$ cat src/verilog/otc_regs.svh
// Register map, field positions, reset values and timing counts of the
// optical transceiver control block.
// Assumes a 20 MHz system clock and 7-bit register addresses.
`ifndef OTC_REGS_SVH
`define OTC_REGS_SVH

// Register addresses on the 3-wire interface.
`define OTC_A_RX_CTRL1    7'h00
`define OTC_A_RX_CTRL2    7'h01
`define OTC_A_LINK_STAT   7'h02
`define OTC_A_TX_CTRL     7'h03
`define OTC_A_FAULT_A     7'h04
`define OTC_A_FAULT_B     7'h05
`define OTC_A_RX_SWING    7'h06
`define OTC_A_RX_THRESH   7'h07
`define OTC_A_BIAS_CEIL   7'h08
`define OTC_A_BIAS_LEVEL  7'h09
`define OTC_A_BIAS_INC    7'h0A
`define OTC_A_MOD_CEIL    7'h0B
`define OTC_A_MOD_LEVEL   7'h0C
`define OTC_A_MOD_INC     7'h0D
`define OTC_A_PULSE_WIDTH 7'h0E
`define OTC_A_TX_DEEMPH   7'h0F

// Receive control 1 fields.
`define OTC_F_RX_INVERT   0
`define OTC_F_OFFSET_LOOP 1
`define OTC_F_RX_DEEMPH   2
`define OTC_F_RX_OUT_EN   3
`define OTC_F_SQUELCH     4
// Receive control 2 fields.
`define OTC_F_ABSENT_EN   0
`define OTC_F_ABSENT_POL  1
`define OTC_F_RATE_SEL    2
`define OTC_F_RATE_FROM_REG 3
// Transmit control fields.
`define OTC_F_TX_INVERT   0
`define OTC_F_TX_ENABLE   1
`define OTC_F_TX_DEEMPH   2

// Reset values.
`define OTC_R_RX_CTRL1    5'h0A
`define OTC_R_RX_CTRL2    4'h1
`define OTC_R_TX_CTRL     3'h2
`define OTC_R_RX_SWING    8'h80
`define OTC_R_RX_THRESH   6'h10
`define OTC_R_BYTE        8'h00
`define OTC_R_LEVEL       9'h000

// Current ramp after reset or re-enable: one DAC step per interval.
`define OTC_CLK_PERIOD_NS 50
`define OTC_RAMP_STEP_NS  1000
`define OTC_RAMP_CYCLES   (`OTC_RAMP_STEP_NS / `OTC_CLK_PERIOD_NS)

`endif

$ cat src/verilog/otc_pkg.sv
// Types shared by the optical transceiver control block.
// Assumes nothing beyond a SystemVerilog compiler.
package otc_pkg;

  // Phases of one 3-wire frame.
  typedef enum logic [1:0] {
    OTC_SER_ADDR,
    OTC_SER_WDATA,
    OTC_SER_RDATA,
    OTC_SER_HOLD
  } otc_ser_t;

endpackage : otc_pkg

$ cat src/verilog/otc_step_unit.sv
// Signed incremental update of one laser current setting with ceiling check.
// Assumes the caller applies the result only on the increment access.
`timescale 1ns/1ns
module otc_step_unit #(
  parameter int LVL_W = 9,
  parameter int INC_W = 5
) (
  input  wire logic [LVL_W-1:0] cur_lvl,
  input  wire logic [INC_W-1:0] inc,
  input  wire logic [LVL_W-2:0] limit,
  output logic      [LVL_W-1:0] nxt_lvl,
  output logic                  err
);

  // The increment must be narrower than the level it adjusts.
  if (INC_W >= LVL_W || INC_W < 2) begin : g_bad_width
    $error("otc_step_unit: increment width not supported");
  end

  logic signed [LVL_W+1:0] sum;

  // Full eleven-bit sum; only the upper bits meet the ceiling.
  assign sum = $signed({2'b00, cur_lvl})
             + $signed({{(LVL_W+2-INC_W){inc[INC_W-1]}}, inc});

  // A negative result or one above the ceiling keeps the old level.
  assign err     = sum[LVL_W+1] || (sum[LVL_W:1] > {1'b0, limit});
  assign nxt_lvl = err ? cur_lvl : sum[LVL_W-1:0];

endmodule : otc_step_unit

$ cat src/verilog/otc_ctrl.sv
// Control and status logic of the optical transceiver: 3-wire register
// slave, receiver and transmitter settings, current steps and fault latch.
// Assumes every pin input is asynchronous to SYS_CLK and that RESET is
// asserted while the supply is below the laser-off threshold.
`timescale 1ns/1ns
`include "otc_regs.svh"
module otc_ctrl #(
  parameter int RAMP_CYC = `OTC_RAMP_CYCLES
) (
  input  wire logic       SYS_CLK,
  input  wire logic       RESET,
  input  wire logic       SCL,
  input  wire logic       SDA_IN,
  output logic            SDA_OUT,
  output logic            SDA_OE,
  input  wire logic       CSEL,
  input  wire logic       RATE_PIN,
  input  wire logic       DISABLE,
  input  wire logic       NO_INPUT_RAW,
  input  wire logic       TX_EDGE_RAW,
  input  wire logic       BIAS_MON_HIGH,
  input  wire logic       HARD_FAULT_RAW,
  output logic            RATE_HIGH,
  output logic            RX_INVERT,
  output logic            OFFSET_LOOP_ON,
  output logic            RX_DEEMPH_ON,
  output logic            RX_OUT_ON,
  output logic [7:0]      RX_SWING,
  output logic [5:0]      ABSENT_THRESH,
  output logic            NO_INPUT_FLAG,
  output logic            TX_INVERT,
  output logic [7:0]      PULSE_WIDTH,
  output logic            TX_DEEMPH_ON,
  output logic [7:0]      TX_DEEMPH_LEVEL,
  output logic            LASER_ON,
  output logic [8:0]      BIAS_DAC,
  output logic [8:0]      MOD_DAC,
  output logic            FAULT_OUT,
  output logic            FAULT_OE
);

  if (RAMP_CYC < 1 || RAMP_CYC > 65535) begin : g_bad_ramp
    $error("otc_ctrl: RAMP_CYC out of range");
  end

  localparam int P_SCL  = 0;
  localparam int P_SDA  = 1;
  localparam int P_CSEL = 2;
  localparam int P_RATE = 3;
  localparam int P_DIS  = 4;
  localparam int P_NOIN = 5;
  localparam int P_EDGE = 6;
  localparam int P_BIAS_MONITOR_PIN = 7;
  localparam int P_HARD = 8;
  localparam int NPIN   = 9;

  logic [NPIN-1:0]  pin_raw;
  logic [NPIN-1:0]  pin_m_q;
  logic [NPIN-1:0]  pin_s_q;
  logic [NPIN-1:0]  pin_d_q;
  otc_pkg::otc_ser_t ser_q;
  logic [2:0]       bit_cnt_q;
  logic [7:0]       shift_q;
  logic [6:0]       addr_q;
  logic [7:0]       rdata_q;
  logic [7:0]       rd_mux;
  logic [7:0]       byte_nx;
  logic             wr_go_q;
  logic [7:0]       wr_data_q;
  logic [4:0]       rxc1_q;
  logic [3:0]       rxc2_q;
  logic [2:0]       txc_q;
  logic [7:0]       blim_q;
  logic [7:0]       binc_q;
  logic [7:0]       mlim_q;
  logic [7:0]       minc_q;
  logic [8:0]       bias_q;
  logic [8:0]       mod_q;
  logic [8:0]       bias_nx;
  logic [8:0]       mod_nx;
  logic             berr_c;
  logic             merr_c;
  logic             berr_q;
  logic             merr_q;
  logic             hard_q;
  logic             soft_q;
  logic [9:0]       txde_sum;
  logic [15:0]      ramp_cnt_q;
  logic             scl_rise;
  logic             scl_fall;
  logic             dis_toggle;
  logic             los_act;
  logic             laser_en;

  // Register write strobe for one address, decoded for every writable register.
  function automatic logic wr_hit(input logic go, input logic [6:0] a,
                                  input logic [6:0] target);
    wr_hit = go && (a == target);
  endfunction : wr_hit

  // Two flops on every pin; only the second stage and its delayed copy
  // are read, so no logic sees a metastable value.
  assign pin_raw = {HARD_FAULT_RAW, BIAS_MON_HIGH, TX_EDGE_RAW, NO_INPUT_RAW,
                    DISABLE, RATE_PIN, CSEL, SDA_IN, SCL};
  always_ff @(posedge SYS_CLK) begin
    if (RESET) begin
      pin_m_q <= 9'h010;
      pin_s_q <= 9'h010;
      pin_d_q <= 9'h010;
    end else begin
      pin_m_q <= pin_raw;
      pin_s_q <= pin_m_q;
      pin_d_q <= pin_s_q;
    end
  end

  assign scl_rise   = pin_s_q[P_SCL] && !pin_d_q[P_SCL];
  assign scl_fall   = !pin_s_q[P_SCL] && pin_d_q[P_SCL];
  assign dis_toggle = pin_s_q[P_DIS] ^ pin_d_q[P_DIS];
  assign byte_nx    = {shift_q[6:0], pin_s_q[P_SDA]};

  // Read data for the address just shifted in.
  always_comb begin
    unique case (byte_nx[6:0])
      `OTC_A_RX_CTRL1:    rd_mux = {3'h0, rxc1_q};
      `OTC_A_RX_CTRL2:    rd_mux = {4'h0, rxc2_q};
      `OTC_A_LINK_STAT:   rd_mux = {6'h00, pin_s_q[P_EDGE],
                                    pin_s_q[P_NOIN]};
      `OTC_A_TX_CTRL:     rd_mux = {5'h00, txc_q};
      `OTC_A_FAULT_A:     rd_mux = {6'h00, soft_q, hard_q};
      `OTC_A_FAULT_B:     rd_mux = {6'h00, merr_q, berr_q};
      `OTC_A_RX_SWING:    rd_mux = RX_SWING;
      `OTC_A_RX_THRESH:   rd_mux = {2'h0, ABSENT_THRESH};
      `OTC_A_BIAS_CEIL:   rd_mux = blim_q;
      `OTC_A_BIAS_LEVEL:  rd_mux = bias_q[8:1];
      `OTC_A_BIAS_INC:    rd_mux = binc_q;
      `OTC_A_MOD_CEIL:    rd_mux = mlim_q;
      `OTC_A_MOD_LEVEL:   rd_mux = mod_q[8:1];
      `OTC_A_MOD_INC:     rd_mux = minc_q;
      `OTC_A_PULSE_WIDTH: rd_mux = PULSE_WIDTH;
      `OTC_A_TX_DEEMPH:   rd_mux = TX_DEEMPH_LEVEL;
      default:            rd_mux = 8'h00;
    endcase
  end

  // Frame engine: CSEL low aborts and rearms; the first byte is a read
  // flag and address, the second is data shifted MSB first, in on SCL rise or out on SCL fall.
  always_ff @(posedge SYS_CLK) begin
    wr_go_q <= 1'b0;
    if (RESET || !pin_s_q[P_CSEL]) begin
      ser_q     <= otc_pkg::OTC_SER_ADDR;
      bit_cnt_q <= 3'h0;
      shift_q   <= 8'h00;
      SDA_OE    <= 1'b0;
      if (RESET) begin
        addr_q    <= 7'h00;
        rdata_q   <= 8'h00;
        wr_data_q <= 8'h00;
      end
    end else begin
      unique case (ser_q)
        otc_pkg::OTC_SER_ADDR: begin
          if (scl_rise) begin
            shift_q   <= byte_nx;
            bit_cnt_q <= bit_cnt_q + 3'h1;
            if (bit_cnt_q == 3'h7) begin
              addr_q  <= byte_nx[6:0];
              rdata_q <= rd_mux;
              ser_q   <= byte_nx[7] ? otc_pkg::OTC_SER_RDATA
                                    : otc_pkg::OTC_SER_WDATA;
            end
          end
        end
        otc_pkg::OTC_SER_WDATA: begin
          if (scl_rise) begin
            shift_q   <= byte_nx;
            bit_cnt_q <= bit_cnt_q + 3'h1;
            if (bit_cnt_q == 3'h7) begin
              wr_data_q <= byte_nx;
              wr_go_q   <= 1'b1;
              ser_q     <= otc_pkg::OTC_SER_HOLD;
            end
          end
        end
        otc_pkg::OTC_SER_RDATA: begin
          // Open drain: enable pulls low for a zero bit.
          if (scl_fall) begin
            SDA_OE  <= !rdata_q[7];
            rdata_q <= {rdata_q[6:0], 1'b0};
          end
          if (scl_rise) begin
            bit_cnt_q <= bit_cnt_q + 3'h1;
            if (bit_cnt_q == 3'h7) begin
              ser_q <= otc_pkg::OTC_SER_HOLD;
            end
          end
        end
        otc_pkg::OTC_SER_HOLD: begin
          if (scl_fall) begin
            SDA_OE <= 1'b0;
          end
        end
      endcase
    end
  end

  // The data pin is open drain, so the level it drives is always low.
  always_ff @(posedge SYS_CLK) begin
    SDA_OUT <= 1'b0;
  end

  // Plain configuration registers.
  always_ff @(posedge SYS_CLK) begin
    if (RESET) begin
      rxc1_q          <= `OTC_R_RX_CTRL1;
      rxc2_q          <= `OTC_R_RX_CTRL2;
      txc_q           <= `OTC_R_TX_CTRL;
      RX_SWING        <= `OTC_R_RX_SWING;
      ABSENT_THRESH   <= `OTC_R_RX_THRESH;
      blim_q          <= `OTC_R_BYTE;
      binc_q          <= `OTC_R_BYTE;
      mlim_q          <= `OTC_R_BYTE;
      minc_q          <= `OTC_R_BYTE;
      PULSE_WIDTH     <= `OTC_R_BYTE;
    end else begin
      if (wr_hit(wr_go_q, addr_q, `OTC_A_RX_CTRL1)) rxc1_q <= wr_data_q[4:0];
      if (wr_hit(wr_go_q, addr_q, `OTC_A_RX_CTRL2)) rxc2_q <= wr_data_q[3:0];
      if (wr_hit(wr_go_q, addr_q, `OTC_A_TX_CTRL))  txc_q  <= wr_data_q[2:0];
      if (wr_hit(wr_go_q, addr_q, `OTC_A_RX_SWING)) begin
        RX_SWING <= wr_data_q;
      end
      if (wr_hit(wr_go_q, addr_q, `OTC_A_RX_THRESH)) begin
        ABSENT_THRESH <= wr_data_q[5:0];
      end
      if (wr_hit(wr_go_q, addr_q, `OTC_A_BIAS_CEIL)) blim_q <= wr_data_q;
      if (wr_hit(wr_go_q, addr_q, `OTC_A_BIAS_INC))  binc_q <= wr_data_q;
      if (wr_hit(wr_go_q, addr_q, `OTC_A_MOD_CEIL))  mlim_q <= wr_data_q;
      if (wr_hit(wr_go_q, addr_q, `OTC_A_MOD_INC))   minc_q <= wr_data_q;
      if (wr_hit(wr_go_q, addr_q, `OTC_A_PULSE_WIDTH)) begin
        PULSE_WIDTH <= wr_data_q;
      end
    end
  end

  // Step units see the increment being written this cycle.
  otc_step_unit #(.LVL_W(9), .INC_W(5)) u_bias_step (
    .cur_lvl (bias_q),
    .inc     (wr_data_q[4:0]),
    .limit   (blim_q),
    .nxt_lvl (bias_nx),
    .err     (berr_c)
  );
  otc_step_unit #(.LVL_W(9), .INC_W(5)) u_mod_step (
    .cur_lvl (mod_q),
    .inc     (wr_data_q[4:0]),
    .limit   (mlim_q),
    .nxt_lvl (mod_nx),
    .err     (merr_c)
  );

  // Current settings: direct writes keep bit 0, steps move all nine bits.
  always_ff @(posedge SYS_CLK) begin
    if (RESET) begin
      bias_q <= `OTC_R_LEVEL;
      mod_q  <= `OTC_R_LEVEL;
    end else begin
      if (wr_hit(wr_go_q, addr_q, `OTC_A_BIAS_LEVEL)) begin
        bias_q <= {wr_data_q, bias_q[0]};
      end else if (wr_hit(wr_go_q, addr_q, `OTC_A_BIAS_INC)) begin
        bias_q <= bias_nx;
      end
      if (wr_hit(wr_go_q, addr_q, `OTC_A_MOD_LEVEL)) begin
        mod_q <= {wr_data_q, mod_q[0]};
      end else if (wr_hit(wr_go_q, addr_q, `OTC_A_MOD_INC)) begin
        mod_q <= mod_nx;
      end
    end
  end

  // Deemphasis follows each accepted modulation step, saturating at the
  // ends of its range rather than wrapping.
  assign txde_sum = {2'b00, TX_DEEMPH_LEVEL}
                  + {{5{wr_data_q[4]}}, wr_data_q[4:0]};
  always_ff @(posedge SYS_CLK) begin
    if (RESET) begin
      TX_DEEMPH_LEVEL <= `OTC_R_BYTE;
    end else if (wr_hit(wr_go_q, addr_q, `OTC_A_TX_DEEMPH)) begin
      TX_DEEMPH_LEVEL <= wr_data_q;
    end else if (wr_hit(wr_go_q, addr_q, `OTC_A_MOD_INC) && !merr_c) begin
      if (txde_sum[9]) TX_DEEMPH_LEVEL <= 8'h00;
      else if (txde_sum[8]) TX_DEEMPH_LEVEL <= 8'hFF;
      else TX_DEEMPH_LEVEL <= txde_sum[7:0];
    end
  end

  // Sticky flags: a new event wins over a clear in the same cycle.
  always_ff @(posedge SYS_CLK) begin
    if (RESET) begin
      berr_q <= 1'b0;
      merr_q <= 1'b0;
      hard_q <= 1'b0;
      soft_q <= 1'b0;
    end else begin
      berr_q <= (wr_hit(wr_go_q, addr_q, `OTC_A_BIAS_INC) && berr_c)
             || (berr_q && !dis_toggle);
      merr_q <= (wr_hit(wr_go_q, addr_q, `OTC_A_MOD_INC) && merr_c)
             || (merr_q && !dis_toggle);
      hard_q <= pin_s_q[P_HARD] || (hard_q && !dis_toggle);
      soft_q <= pin_s_q[P_BIAS_MONITOR_PIN] || (soft_q && !dis_toggle);
    end
  end

  // Receiver and transmitter controls, all presented from flops.
  assign los_act = rxc2_q[`OTC_F_ABSENT_EN] && pin_s_q[P_NOIN];
  always_ff @(posedge SYS_CLK) begin
    if (RESET) begin
      RATE_HIGH      <= 1'b0;
      RX_INVERT      <= 1'b0;
      OFFSET_LOOP_ON <= 1'b0;
      RX_DEEMPH_ON   <= 1'b0;
      RX_OUT_ON      <= 1'b0;
      NO_INPUT_FLAG  <= 1'b0;
      TX_INVERT      <= 1'b0;
      TX_DEEMPH_ON   <= 1'b0;
    end else begin
      RATE_HIGH      <= rxc2_q[`OTC_F_RATE_FROM_REG]
                      ? rxc2_q[`OTC_F_RATE_SEL] : pin_s_q[P_RATE];
      RX_INVERT      <= rxc1_q[`OTC_F_RX_INVERT];
      OFFSET_LOOP_ON <= rxc1_q[`OTC_F_OFFSET_LOOP];
      RX_DEEMPH_ON   <= rxc1_q[`OTC_F_RX_DEEMPH];
      RX_OUT_ON      <= rxc1_q[`OTC_F_RX_OUT_EN]
                      && !(rxc1_q[`OTC_F_SQUELCH] && los_act);
      NO_INPUT_FLAG  <= los_act ^ rxc2_q[`OTC_F_ABSENT_POL];
      TX_INVERT      <= txc_q[`OTC_F_TX_INVERT];
      TX_DEEMPH_ON   <= txc_q[`OTC_F_TX_DEEMPH];
    end
  end

  // Laser currents: off in reset, on disable or hard fault, then they
  // climb one step per interval so the laser never overshoots.
  assign laser_en = !pin_s_q[P_DIS] && txc_q[`OTC_F_TX_ENABLE] && !hard_q;
  always_ff @(posedge SYS_CLK) begin
    if (RESET) begin
      LASER_ON   <= 1'b0;
      BIAS_DAC   <= 9'h000;
      MOD_DAC    <= 9'h000;
      ramp_cnt_q <= 16'h0000;
      FAULT_OUT  <= 1'b0;
      FAULT_OE   <= 1'b1;
    end else begin
      LASER_ON <= laser_en;
      FAULT_OE <= !hard_q;
      if (!laser_en) begin
        BIAS_DAC   <= 9'h000;
        MOD_DAC    <= 9'h000;
        ramp_cnt_q <= 16'h0000;
      end else if (ramp_cnt_q == 16'(RAMP_CYC - 1)) begin
        ramp_cnt_q <= 16'h0000;
        if (BIAS_DAC < bias_q) BIAS_DAC <= BIAS_DAC + 9'h001;
        else BIAS_DAC <= bias_q;
        if (MOD_DAC < mod_q) MOD_DAC <= MOD_DAC + 9'h001;
        else MOD_DAC <= mod_q;
      end else begin
        ramp_cnt_q <= ramp_cnt_q + 16'h0001;
      end
    end
  end
endmodule : otc_ctrl

$ cat config.mk
export PLATFORM = sky130hd
export DESIGN_NAME = otc_ctrl
export DESIGN_NICKNAME = d
export VERILOG_FILES = /design/src/verilog/otc_pkg.sv /design/src/verilog/otc_step_unit.sv /design/src/verilog/otc_ctrl.sv
export VERILOG_INCLUDE_DIRS = /design/src /design/src/verilog
export SDC_FILE = /design/constraint.sdc
export NUM_CORES = 1
export LEC_CHECK = 0
export ABC_AREA = 1
export BUFFER_PORTS_ARGS = -buffer_cell sky130_fd_sc_hd__buf_2
export CAP_MARGIN = 40
export CELL_PAD_IN_SITES_DETAIL_PLACEMENT = 0
export CELL_PAD_IN_SITES_GLOBAL_PLACEMENT = 1
export CORE_MARGIN = 4
export CORE_UTILIZATION = 46
export DETAILED_ROUTE_END_ITERATION = 8
export HOLD_SLACK_MARGIN = 0.12
export MAX_ROUTING_LAYER = met4
export PLACE_DENSITY = 0.93
export RECOVER_POWER = 100
export REMOVE_ABC_BUFFERS = 1
export SLEW_MARGIN = 40
export SYNTH_ARGS = -nofsm -noshare
export SYNTH_HDL_FRONTEND = slang
export SYNTH_SLANG_ARGS = --single-unit
$ cat constraint.sdc
create_clock -name SYS_CLK -period 6.34 [get_ports SYS_CLK]
set_input_delay 0.317 -clock SYS_CLK [delete_from_list [all_inputs] [get_ports SYS_CLK]]
set_output_delay 0.317 -clock SYS_CLK [all_outputs]
set_load 0.05 [all_outputs]
# Yosys cells after proc, flatten, opt, wreduce, memory -nomap -nowiden
# Cells that the tools add are included.
# classes
n_addsub	7
order_cmp	4
n_reduce_logical	73
mux	39
n_bitwise	9
eq_ne	44
# op_table
operator	count
case mux 8 bit (16 select lines)	1
equality test 7 x 4 -> 1 bit, second input constant	16
2-to-1 mux 8 bit	13
2-to-1 mux 9 bit	8
equality test 7 x 3 -> 1 bit, second input constant	6
2-to-1 mux 7 bit	5
logical AND 1 bit	27
adder 10 x 5 -> 11 bit	2
equality test 7 x 2 -> 1 bit, second input constant	3
adder 9 x 1 -> 9 bit, second input constant	2
greater-than comparator 9 x 8 -> 1 bit	2
less-than comparator 9 bit	2
nonzero test 2 bit	9
adder 16 x 1 -> 16 bit, second input constant	1
equality test 16 x 5 -> 1 bit, second input constant	1
case mux 8 bit (2 select lines)	1
equality test 7 x 1 -> 1 bit, second input constant	2
zero test 7 bit	2
adder 9 x 5 -> 10 bit	1
2-to-1 mux 2 bit	5
inequality test 2 bit, second input constant	5
AND reduction 5 bit	2
zero test 1 bit	9
inequality test 3 bit, second input constant	3
other kinds (18)	48
# totals
in_bits	11
register_bits	200
out_inout_bits	61
elab_cells	219

# Longest topological paths before layout
# logic_depth
ltp_word	7
depth_mapped	22
mapped_depth_nobuf	22

# By module
# Synthesis repeated with hierarchy kept, for this count alone.
# unflattened
cells_unflattened	1577
hier_area_um2	11192.0
# by_module_without_submodules
mod	area_each_um2	cells_per_inst	seq_area_each_um2	instances
otc_ctrl	9430.3	1273	4174.0	1
otc_step_unit	880.8	152	0.0	2

# Least setup slack after synthesis
# Ideal clock, no wire load.
# synth_timing
path_kind	register to register
start	register wr_data_q[4]
end	register bias_q[1]
setup_time_ps	128
path_slack_ps	3394
path_buffers	0
synth_period_minus_slack_ps	2946
path_stages_with_launch	21
t_required_ps	6212
t_arrival_ps	2819
path_cell_list	edfxtp_1 > ha_1 > a21oi_1 > nand2_1 > a21oi_1 > xnor2_1 > ha_1 > nand2_1 > inv_1 > nand2_1 > nand3_1 > nand2_1 > nand2_1 > nand2_1 > nand2_1 > nand2_1 > nand3_2 > nand2_2 > nor2_1 > nor2_1 > nor2_1
# synth_via
elab_chain_cells	5
# synth_rtl
element	line_no	rtl
from (decl)	otc_ctrl.sv:69	logic [7:0] wr_data_q;
from (signal assigned)	otc_ctrl.sv:179	wr_data_q <= byte_nx;
adder 10 x 5 -> 11 bit *	otc_step_unit.sv:24	+ $signed({{(LVL_W+2-INC_W){inc[INC_W-1]}}, inc});
greater-than comparator 9 x 8 -> 1 bit	otc_step_unit.sv:27	assign err = sum[LVL_W+1] || (sum[LVL_W:1] > {1'b0, limit});
logical OR 1 bit *	otc_step_unit.sv:27	
inequality test 2 x 1 -> 1 bit (no source line) *	-	
AND reduction 2 bit (no source line) *	-	
to (signal assigned)	otc_ctrl.sv:264	bias_q <= `OTC_R_LEVEL;
to (signal assigned)	otc_ctrl.sv:268	bias_q <= {wr_data_q, bias_q[0]};
to (signal assigned)	otc_ctrl.sv:270	bias_q <= bias_nx;
to (decl)	otc_ctrl.sv:77	logic [8:0] bias_q;
# Every way passes the cells marked *; elsewhere a longest branch is shown, timed or not.
# A chain may end at the register's enable or synchronous reset.

# Worst setup path after layout
# layout_timing
start	input port RESET
end	register addr_q[0] (enable)
# layout_via
elab_chain_cells	3
word_cells_on_any_way	6
classes_between	1 x eq/ne; 5 x reduce/logical
# layout_rtl
element	line_no	rtl
from (decl)	otc_ctrl.sv:11	input wire logic RESET,
logical OR 1 bit	otc_ctrl.sv:150	if (RESET || !pin_s_q[P_CSEL]) begin
inequality test 2 bit (no source line) or nonzero test 2 bit (tied branches)	-	
AND reduction 4 bit (no source line) *	-	
to (signal assigned)	otc_ctrl.sv:167	addr_q <= byte_nx[6:0];
to (decl)	otc_ctrl.sv:64	logic [6:0] addr_q;
# Marks and branches as above.

==> qor.csv <==
metric;value;unit
status;finished, violations left;
failing checks;max-capacitance violations, max-slew violations;
critical path's largest stage delay;1.96;ns
placer congestion estimate;0.935;
worst slack, placed;2.72;ns
max cap viols;1;
Total Wirelength;30.2;mm
TNS Setup;0;ns
WHS;0.405;ns
Final Power;2580;µW
syn avg cell area;7.28;µm²
HP Class;reg -> reg;
first-pass GRT wire length;48.5;mm
Clock Path Buffers;2;
row cnt;56;
post-DR wirelength/cell;16.0;µm
Netlist cell types;52;
crit path time final;4.44;ns
most common cell after layout, fill and taps aside;nand2_1;
# resized after CTS;0;
CTS tree;built;
Diodes inserted;0;
worst setup margin;1.90;ns
Buf/Inv on CP;2;
Max IR drop VDD;0.148;mV
M2 GR Usage;37.4;%
Seq cells post-synth;197;
# setup viols final;0;
post-route ant nets;0;
post-synthesis cell count;1495;
ratio of cells with drive above 1 in the final layout;4.90;%
initial antenna violation count;0;
die width;162;µm
CP top delay family;buffers and inverters;
CTS Buf Count;17;
die height;162;µm
Hold Buf Count CTS;9;
sequential cell area fraction in the yosys report;38.4;%
top cell type's share of synthesized area;32.0;%
most frequent cells in the layout;nand2_1 (285), inv_1 (202), dfxtp_1 (174);
Core Area;23400;µm²
Yosys top cell by area;dfxtp_1;
largest net degree at the start of global routing;76;
I/O Pins;72;
Area Overhead vs Synth;11.3;%
CP max FO;56;
hpwl dp;22.6;mm
PortBufs;69;
RSZ-0062 raised after global routing;false;
Layout Nets;1642;
Overflow after GRT;0;
Clock Tree Root;clkbuf_16;
CP max-delay cell;clkbuf_1;
Remaining DRCs;0;
GR peak layer;met2;
Slew Limit Fails;57;
Syn. warnings;0;
Slew Limit Headroom;-85.1;%
Worst Path Arrival;4.51;ns
CTS H-tree lvls;4;
fin cells;1890;
Leak;0.00527;µW
worst skew pair latency;0.45;ns
GRT met3 Usage;4.44;%
top achievable clock speed;225;MHz
CTS clk-pin slew, worst paths;0.08;ns
Worst Path Required;6.40;ns
GR Util met1;31.3;%
DP Cell Count;1849;
number of global-route vias before repair;9353;
drt pass-1 iters;8;
post-CTS setup buffer count;0;
DIE AREA;26200;µm²
GRT Overall Usage;23.6;%
crit-path cells;buf_2, clkbuf_1, nor2_1, o21ai_0, a21boi_0;
vias per std cell;5.29;
Critical Path End Type;register;
Post-Syn Area;10900;µm²
Tcrit/Tclk final;70.1;%
DR vias;10000;
PwrDens;213;nW/µm²
skew final;0.0156;ns
Worst Tran Pin Value;2.78;ns
# clock sinks;197;
Synth area leaders;dfxtp_1 (32%), nand2_1 (9.7%), ha_1 (8.1%), inv_1 (7.0%), a21oi_1 (6.6%);
initial core utilization;46.5;%
CP Launch Type;primary input;
Final Hold Fails;0;
type of the worst setup path;in -> reg;
number of DRC markers in iteration 0;993;
## per-layer routing
layer | part of all wire, % | up-vias | wire, µm
met3 | 6.5 | 42 | 1980
met2 | 47 | 287 | 14200
li1 | - | 5079 | -
met4 | 2.1 | 0 | 641
met1 | 45 | 4595 | 13500
met5 | 0 | - | 0
## per-stage QoR
step	instance area, µm²	utilization (%)
finish	12100	51.7
global placement	11500	49.0
global route	12100	51.7
CTS	12200	52.2
detailed placement	11500	49.0
floorplan	10700	-
## layout make-up
| class | instances | area (µm²) |
|---|---|---|
| fill | 2435 | 11300 |
| inverter | 213 | 800 |
| multi-input combinational | 1044 | 5680 |
| tap | 319 | 399 |
| sequential | 197 | 4170 |
| clock buffer | 17 | 425 |
| timing repair buffer | 85 | 403 |
| clock inverter | 15 | 219 |
## worst paths after layout
check	start	end	slack, ns	cells after the start
min	pin_m_q[8]	pin_s_q[8]	0.41	2
max reg2reg	wr_data_q[0]	mod_q[2]	2.03	19
max	RESET	addr_q[0]	1.90	5
min reg2reg	pin_m_q[8]	pin_s_q[8]	0.41	2
## cells in the mapped netlist (all sizes together)
cell	count
fa	3
o21bai	1
nor2	173
dfxtp	174
o2111ai	6
o21ai	102
ha	70
o211ai	26
edfxtp	23
or4	1
xor2	25
nor3	20
inv	212
nor4	6
o41ai	1
a21o	2
o21a	3
nand2	288
a21oi	143
o22ai	22
buf	21
a31oi	3
a21boi	1
clkinv	1
and3	1
nand4	34
or2	5
conb	1
clkbuf	21
nor3b	2
xnor2	9
a211oi	3
nand3	92
## cell families after synthesis
family | count (synthesis) | synth area share, %
flops | 197 | 38.4
compound gates | 313 | 15.8
simple gates | 622 | 25.2
other cells | 1 | 0.0345
fa+ha+maj | 73 | 8.60
xor+xnor | 34 | 2.74
buf+inv | 255 | 9.25
## sequential cells by signal, summed over array words and instances, names as in the netlist, 9 cells and up
register	flops
mod_q	9
MOD_DAC	9
ramp_cnt_q	16
bias_q	9
BIAS_DAC	9
pin_s_q	9
pin_m_q	9
## worst reg2reg max path, stage by stage, from the launching register on
cell and delay (ns):
edfxtp_1 0.65, ha_1 0.35, fa_1 0.46, nand3_1 0.10, nand3_1 0.13, a21oi_1 0.19
xnor2_1 0.19, ha_1 0.28, nand2_1 0.06, inv_1 0.06, nand2_1 0.07, nand2_1 0.05
nand2_1 0.05, nand2_1 0.04, nand2_1 0.23, nand3_1 0.49, nand2_1 0.43, nor2_1 0.11
nor2_1 0.11, nor2_1 0.05
## power by group
part	switching [µW]	internal, µW	total [µW]
sequential	14.2	1270	1290
clock	611	561	1170
combinational	83.1	34.2	117
(Power assumes the default switching activity.)
